**src/core/ftc_pkg.sv**
```systemverilog
// Frame timing control: register map, field layout, reset values and carrier types
package ftc_pkg;

	// Register offsets
	localparam logic [15:0] ADDR_PERIOD = 16'h1240;
	localparam logic [15:0] ADDR_OFFSET = 16'h1244;
	localparam logic [15:0] ADDR_STAMP  = 16'h12f8;

	// Field positions (LSB-first numbering: field bit 0 is data bit 0)
	localparam int PRES_BIT      = 31;
	localparam int ON_BIT        = 25;
	localparam int VAL_W         = 12;
	localparam int STAMP_EN_BIT  = 0;
	localparam int RSV_HI_MSB    = 30;
	localparam int RSV_HI_LSB    = 26;
	localparam int RSV_LO_MSB    = 24;
	localparam int RSV_LO_LSB    = 12;

	// Bus cycle-time layout: seconds, cycle count, cycle offset
	localparam int CT_SEC_LSB    = 25;
	localparam int CT_CYC_LSB    = 12;

	// Scaling and timestamp figures
	localparam logic [9:0]       SCALE_NUM     = 10'h320;
	localparam logic [VAL_W-1:0] NOMINAL_SCALE = 12'h320;
	localparam logic [2:0]       STAMP_PIXELS  = 3'h4;
	localparam int               PIX_W         = 8;

	// Reset values
	localparam logic [VAL_W-1:0] PERIOD_RST    = 12'h320;
	localparam logic             PERIOD_ON_RST = 1'b1;
	localparam logic [VAL_W-1:0] OFFSET_RST    = 12'h000;
	localparam logic             OFFSET_ON_RST = 1'b1;
	localparam logic             STAMP_EN_RST  = 1'b0;

	typedef struct packed {
		logic        wr;
		logic        rd;
		logic [15:0] addr;
		logic [31:0] wdata;
	} ftc_reg_req_t;

	typedef struct packed {
		logic        valid;
		logic [31:0] data;
	} ftc_reg_rsp_t;

	typedef struct packed {
		logic             valid;
		logic             sof;
		logic [PIX_W-1:0] data;
	} ftc_pix_t;

endpackage : ftc_pkg

```
**src/core/ftc_core.sv**
```systemverilog
// Frame timing control: period scaling, synchronised capture offset and pixel timestamp
`timescale 1ns/100ps
module ftc_core #(
	parameter int NOM_W          = 16,
	parameter bit PERIOD_PRESENT = 1'b1,
	parameter bit OFFSET_PRESENT = 1'b1,
	parameter bit STAMP_PRESENT  = 1'b1
) (
	// Clock and reset
	input  wire logic                  clk,
	input  wire logic                  rst_b,
	// Register port
	input  wire ftc_pkg::ftc_reg_req_t reg_req,
	output ftc_pkg::ftc_reg_rsp_t      reg_rsp,
	// Isochronous bus timing
	input  wire logic                  cycle_start,
	input  wire logic [31:0]           cycle_time,
	input  wire logic [NOM_W-1:0]      nominal_cycles,
	// Frame transmission
	input  wire logic                  tx_busy,
	output logic                       capture_pulse,
	output logic [31:0]                capture_time,
	// Pixel stream
	input  wire ftc_pkg::ftc_pix_t     pix_in,
	output ftc_pkg::ftc_pix_t          pix_out
);

	localparam int ACC_W = NOM_W + 2 * ftc_pkg::VAL_W;

	logic [ftc_pkg::VAL_W-1:0] per_val_r;
	logic                      per_on_r;
	logic [ftc_pkg::VAL_W-1:0] off_val_r;
	logic                      off_on_r;
	logic                      stamp_en_r;
	logic [ftc_pkg::VAL_W-1:0] eff_scale_r;
	logic [ftc_pkg::VAL_W-1:0] eff_off_r;
	logic [ACC_W-1:0]          acc_r;
	logic                      fired_r;
	logic                      pend_r;
	logic                      capture_r;
	logic [31:0]               stamp_r;
	logic [2:0]                idx_r;
	ftc_pkg::ftc_pix_t         pix_r;
	ftc_pkg::ftc_reg_rsp_t     rsp_r;

	// Register decode
	wire                      sel_period = reg_req.addr == ftc_pkg::ADDR_PERIOD;
	wire                      sel_offset = reg_req.addr == ftc_pkg::ADDR_OFFSET;
	wire                      sel_stamp  = reg_req.addr == ftc_pkg::ADDR_STAMP;
	wire [ftc_pkg::VAL_W-1:0] wr_val     = reg_req.wdata[ftc_pkg::VAL_W-1:0];
	wire                      wr_on      = reg_req.wdata[ftc_pkg::ON_BIT] | (|wr_val);

	wire [31:0] rd_period = {PERIOD_PRESENT, 5'h00, per_on_r, 13'h0000, per_val_r};
	wire [31:0] rd_offset = {OFFSET_PRESENT, 5'h00, off_on_r, 13'h0000, off_val_r};
	wire [31:0] rd_stamp  = {STAMP_PRESENT, 30'h00000000, stamp_en_r};
	wire [31:0] rd_mux    = sel_period ? rd_period :
	                        sel_offset ? rd_offset :
	                        sel_stamp  ? rd_stamp  : 32'h00000000;

	always_ff @(posedge clk or negedge rst_b) begin
		if (!rst_b) begin
			per_val_r  <= ftc_pkg::PERIOD_RST;
			per_on_r   <= ftc_pkg::PERIOD_ON_RST;
			off_val_r  <= ftc_pkg::OFFSET_RST;
			off_on_r   <= ftc_pkg::OFFSET_ON_RST;
			stamp_en_r <= ftc_pkg::STAMP_EN_RST;
			rsp_r      <= '0;
		end else begin
			if (reg_req.wr && sel_period) begin
				per_val_r <= wr_val;
				per_on_r  <= wr_on;
			end
			if (reg_req.wr && sel_offset) begin
				off_val_r <= wr_val;
				off_on_r  <= wr_on;
			end
			if (reg_req.wr && sel_stamp)
				stamp_en_r <= reg_req.wdata[ftc_pkg::STAMP_EN_BIT];
			rsp_r.valid <= reg_req.rd;
			rsp_r.data  <= reg_req.rd ? rd_mux : 32'h00000000;
		end
	end

	// Frame phase: one iso cycle adds 800*scale; a frame spans nominal*scale*scale; offset is off*nominal*800
	wire [ftc_pkg::VAL_W-1:0] new_scale = (per_on_r && per_val_r != '0) ? per_val_r : ftc_pkg::NOMINAL_SCALE;
	wire [ftc_pkg::VAL_W-1:0] new_off   = off_on_r ? off_val_r : '0;
	wire [ACC_W-1:0] step_u   = ACC_W'(ftc_pkg::SCALE_NUM) * ACC_W'(eff_scale_r);
	wire [ACC_W-1:0] period_u = ACC_W'(nominal_cycles) * ACC_W'(eff_scale_r) * ACC_W'(eff_scale_r);
	wire [ACC_W-1:0] acc_sum  = acc_r + step_u;
	wire             wrap     = acc_sum >= period_u;
	// All cameras restart the phase at the shared 128 s epoch
	wire             epoch    = cycle_time[31:ftc_pkg::CT_CYC_LSB] == 20'h00000;
	wire [ACC_W-1:0] acc_nxt  = epoch ? '0 : wrap ? acc_sum - period_u : acc_sum;
	wire             boundary = cycle_start && (epoch || wrap);
	// The frame that starts at a boundary already runs on the newly written offset
	wire [ftc_pkg::VAL_W-1:0] off_cur = boundary ? new_off : eff_off_r;
	wire [ACC_W-1:0] off_u    = ACC_W'(off_cur) * ACC_W'(nominal_cycles) * ACC_W'(ftc_pkg::SCALE_NUM);
	wire             due      = cycle_start && (boundary || !fired_r) && acc_nxt >= off_u;
	wire             want     = pend_r | due;

	always_ff @(posedge clk or negedge rst_b) begin
		if (!rst_b) begin
			eff_scale_r <= ftc_pkg::NOMINAL_SCALE;
			eff_off_r   <= '0;
			acc_r       <= '0;
			fired_r     <= 1'b0;
		end else begin
			if (cycle_start)
				acc_r <= acc_nxt;
			if (boundary) begin
				eff_scale_r <= new_scale;
				eff_off_r   <= new_off;
			end
			if (boundary)
				fired_r <= due;
			else if (due)
				fired_r <= 1'b1;
		end
	end

	// A capture that lands while a frame is still going out waits for it to finish
	always_ff @(posedge clk or negedge rst_b) begin
		if (!rst_b) begin
			pend_r    <= 1'b0;
			capture_r <= 1'b0;
			stamp_r   <= 32'h00000000;
		end else begin
			pend_r    <= want & tx_busy;
			capture_r <= want & ~tx_busy;
			if (due)
				stamp_r <= cycle_time;
		end
	end

	// Timestamp insertion over the first pixels of each image
	wire [2:0] cur_idx = pix_in.sof ? 3'h0 : idx_r;
	wire       replace = stamp_en_r && cur_idx < ftc_pkg::STAMP_PIXELS;
	wire [1:0] byte_sel = 2'h3 - cur_idx[1:0];
	wire [ftc_pkg::PIX_W-1:0] stamp_byte = stamp_r[{byte_sel, 3'h0} +: ftc_pkg::PIX_W];

	always_ff @(posedge clk or negedge rst_b) begin
		if (!rst_b) begin
			idx_r <= ftc_pkg::STAMP_PIXELS;
			pix_r <= '0;
		end else begin
			if (pix_in.valid && cur_idx < ftc_pkg::STAMP_PIXELS)
				idx_r <= cur_idx + 3'h1;
			pix_r.valid <= pix_in.valid;
			pix_r.sof   <= pix_in.valid & pix_in.sof;
			pix_r.data  <= (pix_in.valid && replace) ? stamp_byte : pix_in.data;
		end
	end

	assign reg_rsp       = rsp_r;
	assign capture_pulse = capture_r;
	assign capture_time  = stamp_r;
	assign pix_out       = pix_r;
endmodule : ftc_core

```
**config.mk**
```make
export PLATFORM = sky130hd
export DESIGN_NAME = ftc_core
export DESIGN_NICKNAME = d
export VERILOG_FILES = /design/src/core/ftc_pkg.sv /design/src/core/ftc_core.sv
export SDC_FILE = /design/constraint.sdc
export NUM_CORES = 2
export LEC_CHECK = 0
export BUFFER_PORTS_ARGS = -buffer_cell sky130_fd_sc_hd__buf_2
export CAP_MARGIN = 20
export CORE_UTILIZATION = 50
export DETAILED_ROUTE_END_ITERATION = 10
export GPL_TIMING_DRIVEN = 0
export PLACE_DENSITY = 0.66
export SETUP_SLACK_MARGIN = 0.3
export SLEW_MARGIN = 15
export SYNTH_ARGS = -nofsm -noshare
export SYNTH_HDL_FRONTEND = slang
export SYNTH_SLANG_ARGS = --single-unit
```
**constraint.sdc**
```tcl
create_clock -name clk -period 30.7 [get_ports clk]
set_clock_uncertainty 0.1 [all_clocks]
set_input_delay 4.605 -clock clk [delete_from_list [all_inputs] [get_ports clk]]
set_output_delay 4.605 -clock clk [all_outputs]
set_load 0.01 [all_outputs]
```
==> results.toml <==
[route]
via_per_inst = 5.499
wire_per_inst_um = 19.91
drc_errors = 8
drtIter0Drc = 2329
dr_total_vias = 29860
first_pass_iters = 10
ant_nets = 0
wl_um = 108100

[finish]
final_cell_mix = "inv_1, nand2_1, fa_1"
final_nets = 5571
final_common_cell = "inv_1"
layout-drive-gt1-share = 0.08298
syn_to_final_growth_pct = 7.534

[run_status]
status = "finished with violations"
violations = "design-rule violations"

[clock_network]
htreeDepth = 4
clockBufferDepth = 2
cts_hold_buf = 0
clk_latency_ns = 0.44
clk_pin_slew_ns = 0.07
cts_inserted_buffers = 17
cts_tree = "done"
root_buffer = "clkbuf_16"
cts.sinks = 154

[yosys]
synthArstFlopShare = 1.000
ys.flop_type = "dfrtp_1"
synth_edf_count = 0
ys_warn_count = 0
avgSynthCellArea_um2 = 8.679
ys_seq_area_frac = 0.1043
synth.distinct_cells = 76
syn_inst = 4269
ys_ff_latch = 154
syn_area_mm2 = 0.03705

[placement]
place_congestion = 0.9399
io_buffer_count = 149
hpwl_um = 91190

[floorplan]
die_w_um = 274.2
core-area_mm2 = 0.07308
io_pins = 188
die_area_mm2 = 0.07520
rows = 99
die_y_um = 274.2
start_util = 0.5070

[global_routing]
grt_max_degree = 87
grt_pass1_vias = 29790
grt-ovfl-total = 0
grt.total_usage = 0.2934
antenna_found_initial = 0
grt_pass1_wl_um = 169000

[timing]
finalCriticalPeriod_ns = 29.40
slew_headroom = 0.1853
fin_crit_sh = 0.9578
worst_slew_pin_slew_ns = 1.222
hold_violations = 0
fin_setup_tns_ns = 0
max_freq_mhz = 34.01
setup_viol = 0
drv_slew = 0
rsz0062_at_grt = "no"

[flow_run]
maxCapViolCount = 0

[critical_path]
startpoint_type = "primary input"
critPathMaxStageDelay_ns = 0.57
crit_type = "in -> reg"
crit_fanout = 10
crit_slowest_cell = "fa_1"
required_ns = 30.92
arrival_ns = 29.62
endpoint_kind = "flip-flop"
cp_common_cell = "fa_1"

[worst_hold_path]
min-delay-path-class = "reg -> reg"
## cell usage after synthesis, types with 8 or more instances
cell type,count,area [um2]
nand3_1,50,250.2
o21ai_1,14,70.07
nor2_1,137,514.2
inv_1,772,2898
clkbuf_1,150,563.0
o21a_1,32,240.2
o2bb2ai_1,8,70.07
buf_1,8,30.03
mux2_2,57,641.9
a31oi_1,19,118.9
nand2_1,632,2372
a211oi_1,27,202.7
o31ai_1,11,82.58
nor2b_1,14,87.58
or2_2,9,56.30
mux2_4,28,420.4
dfrtp_1,145,3628
or3_1,11,68.82
a21o_1,83,623.1
nor4_1,17,106.4
nand4_1,19,118.9
o21ai_0,128,640.6
buf_4,18,135.1
buf_2,16,80.08
nand2b_1,21,131.4
a21oi_1,161,805.8
and2_1,251,1570
ha_1,429,5368
nor3_1,40,200.2
mux2i_1,30,300.3
xor2_1,74,648.1
o21bai_1,28,210.2
fa_1,572,11450
xnor2_1,111,972.2
and3_1,30,187.7
dfstp_2,9,236.5
## layout make-up
| type | instances | area [um2] |
|---|---|---|
| Sequential cell | 154 | 3865 |
| Inverter | 775 | 2909 |
| Multi-Input combinational cell | 3162 | 29600 |
| Antenna cell | 1 | 2.502 |
| Timing Repair Buffer | 153 | 809.5 |
| Clock buffer | 18 | 429.2 |
| Clock inverter | 14 | 163.9 |
| Fill cell | 6896 | 33240 |
| Buffer | 195 | 865.8 |
| Tap cell | 959 | 1200 |
## routing by layer
metal | track usage | vias to the layer above | wire length (um)
li1 | - | 13860 | -
met1 | 0.4160 | 14860 | 47980
met2 | 0.4621 | 981 | 49280
met3 | 0.05333 | 166 | 7921
met4 | 0.07412 | 0 | 2932
met5 | 0 | - | 0
## worst paths after layout
kind	startpoint	end	slack, ns	cells past startpoint
hold reg to reg	acc_r[27]$_DFFE_PN0P_	acc_r[27]$_DFFE_PN0P_	0.39	2
setup reg to reg	eff_scale_r[6]$_DFFE_PN0N_	capture_time[9]$_DFFE_PN0P_	4.10	92
min in group asynchronous	rst_b	reg_rsp[3]$_DFF_PN0_	4.02	1
max in group asynchronous	rst_b	idx_r[2]$_DFFE_PN1P_	25.65	2
hold / removal	acc_r[27]$_DFFE_PN0P_	acc_r[27]$_DFFE_PN0P_	0.39	2
setup / recovery	nominal_cycles[5]	capture_time[9]$_DFFE_PN0P_	1.30	93
## metrics by stage
| step | util | worst slack [ns] | cells | hold WS (ns) | cell area (um2) |
|---|---|---|---|---|---|
| after floorplan | - | 4.259 | 4286 | 0.3485 | 37120 |
| after global placement | 0.5345 | -0.3256 | 5394 | 0.3692 | 39060 |
| after detailed placement | 0.5350 | -0.4192 | 5395 | 0.3711 | 39100 |
| after CTS | 0.5432 | 0.3575 | 5427 | 0.3871 | 39700 |
| after global routing | 0.5451 | 0.3194 | 5430 | 0.4301 | 39840 |
| final | 0.5452 | 1.297 | 5431 | 0.3933 | 39840 |
## cells by family (layout without fill, tap and decap cells)
kind of cell / after synthesis / count (layout) / synth area share
flops: 154 / 154 / 0.1043
buf+inv: 970 / 1155 / 0.1012
simple gates: 1257 / 1257 / 0.1590
xor+xnor: 186 / 186 / 0.04417
mux: 115 / 115 / 0.03677
compound gates: 585 / 585 / 0.1005
fa+ha+maj: 1001 / 1001 / 0.4539
other cells: 1 / 19 / 0.0001012
## registers in the layout, summed over array words and instances, names as in the netlist
signal / count
reg_rsp: 15
eff_off_r: 12
off_on_r: 1
capture_time: 32
fired_r: 1
per_on_r: 1
pix_out: 10
off_val_r: 12
capture_pulse: 1
per_val_r: 12
pend_r: 1
eff_scale_r: 12
acc_r: 40
idx_r: 3
stamp_en_r: 1
## worst max-delay path: cells and delay by family
family,cells,cell delay (ns)
compound gates,32,7.51
xor+xnor,4,1.09
fa+ha+maj,24,10.95
buf+inv,18,2.38
mux,1,0.32
simple gates,14,2.69
## what timing repair did
item / 4_1_cts / 5_1_grt
setup buffers: 0 / 2
gates resized for setup: 2 / 46
pin swaps: 0 / 1
endpoints found under the setup margin: 34 / 35
Power is left out: the tool's default activity adds up to more than one toggle a clock period on the data nets, which glitch-free logic cannot reach.
